`config.mk`:
```
export PLATFORM = sky130hd
export DESIGN_NAME = pic_top
export DESIGN_NICKNAME = d
export VERILOG_FILES = /design/src/inc/pic_pkg.sv /design/src/core/pic_top.sv
export SDC_FILE = /design/constraint.sdc
export NUM_CORES = 1
export LEC_CHECK = 0
export ABC_AREA = 1
export BUFFER_PORTS_ARGS = -buffer_cell sky130_fd_sc_hd__buf_2
export CAP_MARGIN = 5
export CORE_UTILIZATION = 39
export CTS_CLUSTER_SIZE = 25
export DETAILED_ROUTE_END_ITERATION = 6
export HOLD_SLACK_MARGIN = 0.1
export PLACE_DENSITY = 0.73
export SLEW_MARGIN = 20
export SYNTH_ARGS = -nofsm -noshare
export SYNTH_HDL_FRONTEND = slang
export SYNTH_SLANG_ARGS = --single-unit
export TNS_END_PERCENT = 5
```
`constraint.sdc`:
```
create_clock -name CLK_I -period 19.2 [get_ports CLK_I]
set_input_delay 1.92 -clock CLK_I [delete_from_list [all_inputs] [get_ports CLK_I]]
set_output_delay 1.92 -clock CLK_I [all_outputs]
set_load 0.02 [all_outputs]
```
`src/inc/pic_pkg.sv`:
```
// Package for the prioritized interrupt controller.
`default_nettype none
package pic_pkg;
  localparam int NUM_SRC = 24;
  localparam int LVL_W = 2;
  localparam logic [1:0] LVL_OFF = 2'h0;
  localparam logic [1:0] LVL_LOW = 2'h1;
  localparam logic [1:0] LVL_MID = 2'h2;
  localparam logic [1:0] LVL_HIGH = 2'h3;
  localparam logic GIE_RESET = 1'h0;
  localparam int VEC_W = 5;
  localparam logic [15:0] VEC_BASE = 16'h000A;
  localparam logic [15:0] VEC_STEP = 16'h0002;
  localparam logic [15:0] VEC_WDT = 16'h0004;
  typedef struct packed {
    logic set_en;
    logic clr_en;
    logic di_instr;
    logic trap_instr;
    logic illegal_trap;
  } pic_ctl_t;
  typedef struct packed {
    logic valid;
    logic [4:0] index;
    logic [15:0] vector;
  } pic_grant_t;
endpackage : pic_pkg
`default_nettype wire

```
`src/core/pic_top.sv`:
```
// Prioritized interrupt controller with request capture and arbitration.
`timescale 1ns/1ps
`default_nettype none
module pic_top #(
  parameter int NSRC = pic_pkg::NUM_SRC
) (
  // Clock and reset.
  input wire logic CLK_I,
  input wire logic RST_I,
  // Sources and level programming.
  input wire logic [NSRC-1:0] SRC_PULSE_I,
  input wire logic [2*NSRC-1:0] SRC_LEVEL_I,
  // Software clear of request bits, one-cycle strobe with mask.
  input wire logic REQ_CLR_I,
  input wire logic [NSRC-1:0] REQ_CLR_MASK_I,
  // Global enable control and CPU events.
  input wire pic_pkg::pic_ctl_t CTL_I,
  // Watchdog interrupt.
  input wire logic WDT_IRQ_I,
  input wire logic WDT_IRQ_EN_I,
  // CPU acknowledge.
  input wire logic ACK_I,
  // Outputs to the CPU.
  output logic GIE_O,
  output logic [NSRC-1:0] PENDING_O,
  output pic_pkg::pic_grant_t GRANT_O,
  output logic WDT_REQ_O
);
  // The grant index is five bits wide, so no more than 32 sources fit.
  if (NSRC < 1 || NSRC > 32)
  begin : g_nsrc_check
    $error("NSRC out of range");
  end

  logic gie_reg;
  logic [NSRC-1:0] req_reg;
  logic wdt_reg;
  pic_pkg::pic_grant_t grant_reg;
  pic_pkg::pic_grant_t grant_next;
  logic [NSRC-1:0] req_next;
  logic grant_is_wdt;

  function automatic logic [1:0] lvl_of(input logic [2*NSRC-1:0] l,
                                        input int i);
    lvl_of = l[2*i+:2];
  endfunction : lvl_of

  // Global enable; every clear source beats set_en, so any clear wins.
  always_ff @(posedge CLK_I or posedge RST_I)
  begin
    if (RST_I)
    begin
      gie_reg <= pic_pkg::GIE_RESET;
    end
    else if (CTL_I.di_instr || ACK_I || CTL_I.trap_instr ||
             CTL_I.illegal_trap)
    begin
      gie_reg <= 1'b0;
    end
    else if (CTL_I.clr_en)
    begin
      gie_reg <= 1'b0;
    end
    else if (CTL_I.set_en)
    begin
      gie_reg <= 1'b1;
    end
  end

  // Request bits: capture pulse, clear on ack or software, set wins.
  always_comb
  begin
    req_next = req_reg;
    if (REQ_CLR_I)
    begin
      req_next = req_next & ~REQ_CLR_MASK_I;
    end
    // The acknowledge belongs to the grant on show, not to a late watchdog.
    if (ACK_I && grant_reg.valid && !grant_is_wdt)
    begin
      req_next[grant_reg.index] = 1'b0;
    end
    req_next = req_next | SRC_PULSE_I;
  end

  always_ff @(posedge CLK_I or posedge RST_I)
  begin
    if (RST_I)
    begin
      req_reg <= '0;
    end
    else
    begin
      req_reg <= req_next;
    end
  end

  // Watchdog request sits above all levels when enabled.
  always_ff @(posedge CLK_I or posedge RST_I)
  begin
    if (RST_I)
    begin
      wdt_reg <= 1'b0;
    end
    else if (WDT_IRQ_I && WDT_IRQ_EN_I)
    begin
      wdt_reg <= 1'b1;
    end
    else if (ACK_I && grant_reg.valid && grant_is_wdt)
    begin
      wdt_reg <= 1'b0;
    end
  end

  // Arbitration: highest level first, lowest index (lowest vector) next.
  always_comb
  begin
    logic [1:0] best;
    best = pic_pkg::LVL_OFF;
    grant_next = '0;
    for (int i = NSRC - 1; i >= 0; i--)
    begin
      if (req_reg[i] && gie_reg &&
          lvl_of(SRC_LEVEL_I, i) != pic_pkg::LVL_OFF &&
          lvl_of(SRC_LEVEL_I, i) >= best)
      begin
        best = lvl_of(SRC_LEVEL_I, i);
        grant_next.valid = 1'b1;
        grant_next.index = i[4:0];
        grant_next.vector = pic_pkg::VEC_BASE +
                            16'(i) * pic_pkg::VEC_STEP;
      end
    end
    if (wdt_reg)
    begin
      grant_next.valid = 1'b1;
      grant_next.index = 5'h00;
      grant_next.vector = pic_pkg::VEC_WDT;
    end
  end

  always_ff @(posedge CLK_I or posedge RST_I)
  begin
    if (RST_I)
    begin
      grant_reg <= '0;
    end
    else if (ACK_I)
    begin
      grant_reg <= '0;
    end
    else
    begin
      grant_reg <= grant_next;
    end
  end

  assign GIE_O = gie_reg;
  assign PENDING_O = req_reg;
  assign GRANT_O = grant_reg;
  assign WDT_REQ_O = wdt_reg;
  assign grant_is_wdt = grant_reg.vector == pic_pkg::VEC_WDT;

  a_ack_clears_gie: assert property (@(posedge CLK_I)
    disable iff (RST_I) ACK_I |=> !gie_reg)
    else $error("ack left enable set");
  a_di_clears_gie: assert property (@(posedge CLK_I)
    disable iff (RST_I) CTL_I.di_instr |=> !gie_reg)
    else $error("di left enable set");
  a_set_gie: assert property (@(posedge CLK_I)
    disable iff (RST_I)
    CTL_I.set_en && !CTL_I.clr_en && !CTL_I.di_instr && !ACK_I &&
    !CTL_I.trap_instr && !CTL_I.illegal_trap |=> gie_reg)
    else $error("enable not set");
  a_clr_gie: assert property (@(posedge CLK_I)
    disable iff (RST_I) CTL_I.clr_en |=> !gie_reg)
    else $error("enable not cleared");
  a_trap_gie: assert property (@(posedge CLK_I)
    disable iff (RST_I)
    CTL_I.trap_instr || CTL_I.illegal_trap |=> !gie_reg)
    else $error("trap left enable set");
  a_pulse_caught: assert property (@(posedge CLK_I)
    disable iff (RST_I) SRC_PULSE_I[0] |=> req_reg[0])
    else $error("pulse lost");
  a_sw_clear: assert property (@(posedge CLK_I)
    disable iff (RST_I)
    REQ_CLR_I && REQ_CLR_MASK_I[0] && !SRC_PULSE_I[0] |=> !req_reg[0])
    else $error("software clear failed");
  a_grant_gated: assert property (@(posedge CLK_I)
    disable iff (RST_I)
    grant_reg.valid && !$past(wdt_reg) |-> $past(gie_reg))
    else $error("grant while disabled");
  a_wdt_wins: assert property (@(posedge CLK_I)
    disable iff (RST_I)
    $past(wdt_reg) && !$past(ACK_I) |->
    grant_reg.vector == pic_pkg::VEC_WDT)
    else $error("watchdog lost arbitration");
  a_level_order: assert property (@(posedge CLK_I)
    disable iff (RST_I)
    grant_reg.valid && !$past(wdt_reg) && $past(req_reg[0]) &&
    lvl_of($past(SRC_LEVEL_I), 0) == pic_pkg::LVL_HIGH |->
    grant_reg.index == 5'h00)
    else $error("order wrong");
  a_ack_clears_req: assert property (@(posedge CLK_I)
    disable iff (RST_I)
    ACK_I && grant_reg.valid && !grant_is_wdt &&
    !SRC_PULSE_I[grant_reg.index] |=>
    !req_reg[$past(grant_reg.index)])
    else $error("acknowledged request left pending");
  a_off_never_granted: assert property (@(posedge CLK_I)
    disable iff (RST_I)
    grant_reg.valid && !$past(wdt_reg) |->
    lvl_of($past(SRC_LEVEL_I), grant_reg.index) != pic_pkg::LVL_OFF)
    else $error("disabled source granted");
  a_vector_map: assert property (@(posedge CLK_I)
    disable iff (RST_I)
    grant_reg.valid && !grant_is_wdt |->
    grant_reg.vector == pic_pkg::VEC_BASE +
    16'(grant_reg.index) * pic_pkg::VEC_STEP)
    else $error("vector does not match index");
endmodule : pic_top
`default_nettype wire

```
Word-level counts from Yosys, hierarchy flattened --
Index checks and enable logic that the tools add are counted.
Storage, ports and cells: bits in read-only memories 0, output and inout port bits 48, memories 0, memory bits (writable) 0, logic and storage cells 203, bits in latches 0, flip-flop bits (word level) 48
Operators by class: multiply operators 0, bitwise operators 5, add/subtract/negate cells 0, eq/ne operators 1, muxes and demuxes 58, reduce and logical (&&, ||, !) cells 107, order comparisons 26, div/mod/pow operators 0, shifts and indexed selects 0
Operators with widths (count):
- $mux W22 | 26
- $logic_and A1 B1 Y1 | 77
- $reduce_bool A2 Y1 | 25
- $and A24 B24 Y24 | 2
- $mux W24 | 2
- $not A24 Y24 | 2
- $ge A2 B2 Y1 | 23
- $mux W2 | 23
- $or A24 B24 Y24 | 1
- $eq A16 B3 Y1 const B | 1
- $lt A5 B6 Y1 const B | 1
- $mux W1 | 6
- $demux W1 S5 | 1
- $ge A5 B1 Y1 const B | 1
- $logic_or A1 B1 Y1 | 3
- $reduce_bool A3 Y1 | 1
- $ge A2 B1 Y1 const B | 1
- $logic_not A1 Y1 | 1

Logic depth before layout (Yosys ltp) --
Gate-level depths: netlist of the first run.
depth after elaboration 75, mapped depth 192

Least setup slack after synthesis of the first run --
No wires, ideal clock.
path kind input to register, from in SRC_LEVEL_I[47], to reg grant_reg, in the netlist GRANT_O[5], data required time 19101 ps, slack -2116 ps, buffers on the path 0, arrival 21217 ps, stages on the path 174, cell sequence inv_1 -> nor2_1 -> inv_1 -> ha_1 -> nand2_1 -> nand3_4 -> nand2_2 -> o21ai_0 -> ha_1 -> o21ai_1 -> nand2_1 -> nand2_2 -> inv_2 -> o21ai_1 -> inv_1 -> ha_1 -> nor2_1 -> or2_2 -> [... 138 more ...] -> nor2_1 -> a21oi_1 -> nand2_2 -> nand3_1 -> and2_1 -> ha_1 -> o21ai_0 -> nand2_1 -> nand2_1 -> inv_1 -> nand2_1 -> nand2_1 -> ha_1 -> o21ai_0 -> nand2_1 -> o2111ai_1 -> nand4_1 -> a311oi_1
Between the ends: longest elaborated chain between the ends 75, elaborated cells between the ends (all ways) 99, classes of those cells order compare: 24; mux: 49; reduce/logical: 26
Ends and longest elaborated chain:
- start: declaration | RTL line pic_top.sv:12 | input wire logic [2*NSRC-1:0] SRC_LEVEL_I,
- parallel branches: the longest is 72 deep, another holds $ge A2 B1 Y1
- $mux W22 (*) | RTL line pic_top.sv:123 | if (req_reg[i] && gie_reg &&
- $mux W22 (*) | RTL line pic_top.sv:134 | if (wdt_reg)
- $mux W22 (*) | RTL line pic_top.sv:148 | else if (ACK_I)
- end signal: assignment | RTL line pic_top.sv:154 | grant_reg <= grant_next;
- end: declaration | RTL line pic_top.sv:38 | pic_pkg::pic_grant_t grant_reg;
Mark *: on every way between the ends. A chain may end at the register's enable or synchronous reset.

Worst setup path after layout of the first run --
Same ends and word-level chain as after synthesis.

==> flow_summary.toml, run 1 <==
[clock_network]
htree_levels = 2
cts_sinks = 37
clock_latency_ns = 0.31
clkTransAtPathRegs_ns = 0.09
cts_hold_buffers = 0
cts_tree = "yes"
cts_buffer_depth = 2
cts_made_buffers = 5
root_buffer = "clkbuf_8"

[setup_path]
critical_path.endpoint_type = "flop"
cpPeakStageDelay_ns = 0.30
path_max_fanout = 5
reg2reg_slack_ns = -0.01
r2r_cells = 170
cp.arrival_ns = 20.59
critical-path-slowest-cell = "ha_1"
cp_data_required_time_ns = 19.41
cpMostUsedCell = "nand2_2"
start_kind = "input port"
worstSetupPathType = "in -> reg"

[global_route]
grt_usage_pct = 22.7
grt_max_degree = 38
antenna_found_initial = 0
grt.overflow.total = 0
grt_pass1_vias = 4516
grt_pass1_wl_mm = 20.0

[yosys]
muxShareOfSynthArea_pct = 0
synth_top_family_by_area = "simple AND/OR/NAND/NOR gates"
synth-seq-cells = 37
synthArstFlopShare_pct = 100
synth_flop_cell = "dfrtp_1"
ys_seq_area_share_pct = 22.5
synth_edf_count = 0
netlist_top_cells_area = "dfrtp_1, nand2_1, inv_1"
synth_compound_area_share_pct = 16.8
ys_warn_count = 0
netlist_area_sq_mm = 0.00411
synth-xor-area-share_pct = 0
synth-adder-area-share_pct = 8.21
yosys.area_share.simple_pct = 40.1
synth_area_leader_cell = "dfrtp_1"
synth_most_common_cell = "nand2_1"
yosysUniqueCellTypes = 49
synth_top_area_share_pct = 22.5
syn_area_per_cell_sq_um = 6.41
synthTopCellsByCount = "nand2_1, inv_1, nand3_1"
syn_inst = 642

[floorplanning]
placement_rows = 37
die_w_microns = 105
die_h_microns = 105
start_util_pct = 40.0
core_sq_mm = 0.0103
io_pins = 155
dieArea_sq_mm = 0.0110

[sta]
slew_headroom_pct = 61.8
worst_pin_slew_ns = 0.566
fin_crit_sh_pct = 106
layout_min_cycle_time_ns = 20.38
slew_viol_final = 0
clock_skew_ns = 0.00699
fmax_mhz = 49.1
hold_viol = 0
worst_slack_ns = -1.18
rsz0062_at_grt = "true"
setup_viol = 11
tns_ns = -11.67

[layout]
drive_gt1_share_pct = 51.8
area_growth_pct = 61.4
fill_cells = 912
diodes = 0
final_nets = 1043

[placement]
portBuffers = 143
dpl.hpwl_mm = 10.1
routabilityCongestion = 0.876
dp_slack_ns = -1.79

[routing]
drtAntennaViolNets = 0
avgViaCountPerCell = 4.96
dr.pass1.iters = 5
wl_mm = 14.1
via_count = 5184
dr.first_iter.drc_count = 209
drt-wirelength-per-cell_microns = 13.5
drc = 0

[power]
peakVddDrop_mv = 0.0334
pwr_density_cell_mw_per_mm2 = 36.6
p_leak_uw = 0.00366

[job]
cap_violations = 0

[worst_hold_path]
hold_class = "reg -> reg"
hold_depth = 2

[outcome]
violations = "setup timing"
status = "finished, violations left"
==> final timing paths <==
| path | from | end |
|---|---|---|
| worst min-delay path | PENDING_O[1] | PENDING_O[1] |
| worst max register to register | GIE_O | GRANT_O[5] |
| min in group asynchronous | RST_I | WDT_REQ_O |
| max in group asynchronous | RST_I | PENDING_O[16] |
| worst max-delay path | SRC_LEVEL_I[47] | GRANT_O[5] |
| worst min register to register | PENDING_O[1] | PENDING_O[1] |
==> logic make-up after synthesis <==
logic type,after synthesis
other,1
flip-flops,37
AND/OR/NAND/NOR,359
adder cells (fa/ha/maj),27
buffers and inverters,121
AO/OA/AOI/OAI,97
==> state kept, by name, indices dropped and copies added (netlist names) <==
signal     count
GIE_O          1
GRANT_O       11
PENDING_O     24
WDT_REQ_O      1
==> cell usage in the layout (no fill, tap or decap), types with 2 or more instances in the layout <==
master / count
buf_4: 123
inv_4: 3
nand3_2: 22
o21ai_2: 10
o21ai_0: 6
o21ai_1: 7
nand3_1: 46
nand2_4: 8
and2_4: 8
inv_1: 74
conb_1: 11
nand2_1: 137
nor2_4: 8
o311ai_0: 3
inv_2: 27
ha_1: 8
buf_2: 142
o211ai_1: 6
inv_6: 2
nand3_4: 3
nor3_1: 5
a21oi_1: 10
a21oi_2: 9
nor2_2: 4
nand4_2: 2
clkbuf_8: 5
ha_4: 19
nor2_1: 42
o2111ai_2: 2
o21bai_4: 2
dfrtp_1: 37
nor4_1: 2
a31oi_1: 5
o21bai_1: 24
nand2_2: 59
nand4_1: 7
==> through the flow <==
step	total power [uW]	util (%)	std cells	hold slack [ns]	cell area, sq um
floorplan	133	-	652	0.638	4290
global placement	163	55.7	1003	0.551	5730
detailed placement	164	55.7	1003	0.556	5730
CTS	227	57.1	1014	0.570	5870
global route	256	64.6	1046	0.585	6640
finish	243	64.6	1046	0.566	6640
==> worst max-delay path: cells and delay by family <==
| family | cells | cell delay [ns] |
|---|---|---|
| and+or+nand+nor | 101 | 8.69 |
| adders and majority gates | 23 | 5.93 |
| AOI/OAI and AO/OA | 19 | 2.56 |
| buffers and inverters | 28 | 1.45 |
==> layout make-up <==
type	instances	area (sq um)	area share (%)
clock buffer	5	68.8	1.04
clock inverter	3	25.0	0.377
inverter	105	407	6.13
multi-input combinational	494	3400	51.2
sequential	37	926	13.9
tap	136	170	2.56
timing repair buffer	266	1650	24.8
==> layer usage <==
layer  share of wire [%]  global-route usage, %
met2                  51                   41.0
met1                  42                   28.4
met5                   0                      0
met4                 1.4                   4.83
met3                 5.5                   3.31
==> where the power goes <==
group	internal, uW	total, uW	switching [uW]
combinational	42.1	93.7	51.6
sequential	82.5	87.1	4.66
clock	26.5	62.1	35.5
==> timing repair <==
action | CTS | global route
setup buffers | 3 | 32
pin swaps | 9 | 130
endpoints found under the hold margin | 0 | 0
resized for setup | 12 | 117
setup endpoints to repair | 11 | 11
gates cloned | 0 | 0
Note: power is estimated with default switching activity, not from simulation.
==> run 2: changes to the inputs <==
--- a/config.mk
+++ b/config.mk
@@ -13,7 +13,8 @@
 export DETAILED_ROUTE_END_ITERATION = 6
 export HOLD_SLACK_MARGIN = 0.1
 export PLACE_DENSITY = 0.73
-export SLEW_MARGIN = 20
+export SKIP_CTS_REPAIR_TIMING = 1
+export SLEW_MARGIN = 15
 export SYNTH_ARGS = -nofsm -noshare
 export SYNTH_HDL_FRONTEND = slang
 export SYNTH_SLANG_ARGS = --single-unit
==> run 2 against run 1 <==
Net effect: the run still ends with setup timing left; clock skew up 0.00079 ns; non-clock buffer count down 3; clock-buffer cell count unchanged; sequential power about the same.
==> flow_summary.toml, run 2 (synthesis gave the netlist of run 1 again) <==
[setup_path]
path_max_fanout = 5
start_kind = "input port"
cp_data_required_time_ns = 19.41
critical_path.endpoint_type = "flop"
cpMostUsedCell = "nand2_2"
cp.arrival_ns = 20.65
critical-path-slowest-cell = "ha_1"
worstSetupPathType = "in -> reg"
crit_family = "simple AND/OR/NAND/NOR gates"
cp_num_cells = 173
cpPeakStageDelay_ns = 0.30
r2r_cells = 172
crit_start = "SRC_LEVEL_I[47]"
worst-path-buf-inv = 28
r2r_start = "GIE_O"

[layout]
largest_reg_flops = 24
final_common_cell = "buf_2"
layout_common_cells = "buf_2, nand2_1, buf_4, inv_1, nand2_2"
final_cell_area_sq_mm = 0.00656
final_nets = 1040
drive_gt1_share_pct = 50.4
area_growth_pct = 59.4
diodes = 0

[clock_network]
cts_made_buffers = 5
cts_tree = "yes"
clock_latency_ns = 0.31
cts_sinks = 37
htree_levels = 2
cts_buffer_depth = 2
clkTransAtPathRegs_ns = 0.09
root_buffer = "clkbuf_8"

[sta]
slew_viol_final = 0
setup_viol = 11
slew_headroom_pct = 63.3
fin_crit_sh_pct = 106
worst_slack_ns = -1.24
tns_ns = -12.69
layout_min_cycle_time_ns = 20.44
clock_skew_ns = 0.00778
worst_pin_slew_ns = 0.544
fmax_mhz = 48.9
fin_hold_ws_ns = 0.566
hold_viol = 0
rsz0062_at_grt = "true"

[routing]
drc = 0
wl_mm = 13.9
via_count = 5086
dr.first_iter.drc_count = 220
dr.pass1.iters = 4
drtAntennaViolNets = 0
drt-wirelength-per-cell_microns = 13.3
avgViaCountPerCell = 4.88

[floorplanning]
core_sq_mm = 0.0103
die_h_microns = 105
placement_rows = 37
die_w_microns = 105
start_util_pct = 40.0
dieArea_sq_mm = 0.0110
io_pins = 155

[placement]
routabilityCongestion = 0.876
placed_area_sq_mm = 0.00573
portBuffers = 143
dpl.hpwl_mm = 10.1
dp_slack_ns = -1.79

[power]
p_leak_uw = 0.00365
finalPower_uw = 242
peakVddDrop_mv = 0.0334
pwr_density_cell_mw_per_mm2 = 36.9

[global_route]
grt_pass1_wl_mm = 19.7
antenna_found_initial = 0
grt_max_degree = 38
grt_pass1_vias = 4435
grt_usage_pct = 22.3
grt.overflow.total = 0

[outcome]
status = "finished, violations left"
violations = "setup timing"

[worst_hold_path]
worstHoldStart = "PENDING_O[1]"
hold_class = "reg -> reg"
hold_depth = 2

[job]
cap_violations = 0
run 2: per-stage QoR:
stage / cells / util (%)
3_5_place_dp: 1003 / 55.7
6_report: 1043 / 63.8
5_1_grt: 1043 / 63.8
3_3_place_gp: 1003 / 55.7
2_1_floorplan: 652 / -
4_1_cts: 1011 / 56.6
run 2: layout make-up:
cell class / count / area, sq um
clock inverters: 3 / 25.0
fillers: 925 / 3720
clock buffers: 5 / 68.8
multi-input cells: 494 / 3340
repair buffers: 263 / 1620
inverters: 105 / 407
well taps: 136 / 170
flip-flops and latches: 37 / 926
run 2: routing by layer:
layer	wire length (microns)	global-route usage, %	up-vias
met5	0	0	-
met4	67	4.83	0
met3	677	3.31	9
met2	7300	40.2	134
met1	5880	28.1	2339
li1	-	-	2604
run 2: final timing paths:
path	end	slack, ns
max	GRANT_O[5]	-1.24
min reg2reg	PENDING_O[1]	0.57
min	PENDING_O[1]	0.57
max reg2reg	GRANT_O[5]	-0.08
min in group asynchronous	WDT_REQ_O	1.71
max in group asynchronous	PENDING_O[16]	17.14
run 2: worst min-delay path: cells and delay by family (launching register included):
family	cells	cell delay, ns
compound gates	1	0.06
flops	1	0.40
simple gates	1	0.07
run 2: power breakdown:
group          switching, uW  internal [uW]  leakage, uW
registers               4.65           82.5     0.000414
clock network           35.5           26.5    0.0000452
logic                   50.8           41.7      0.00319
total                   91.0            151      0.00365
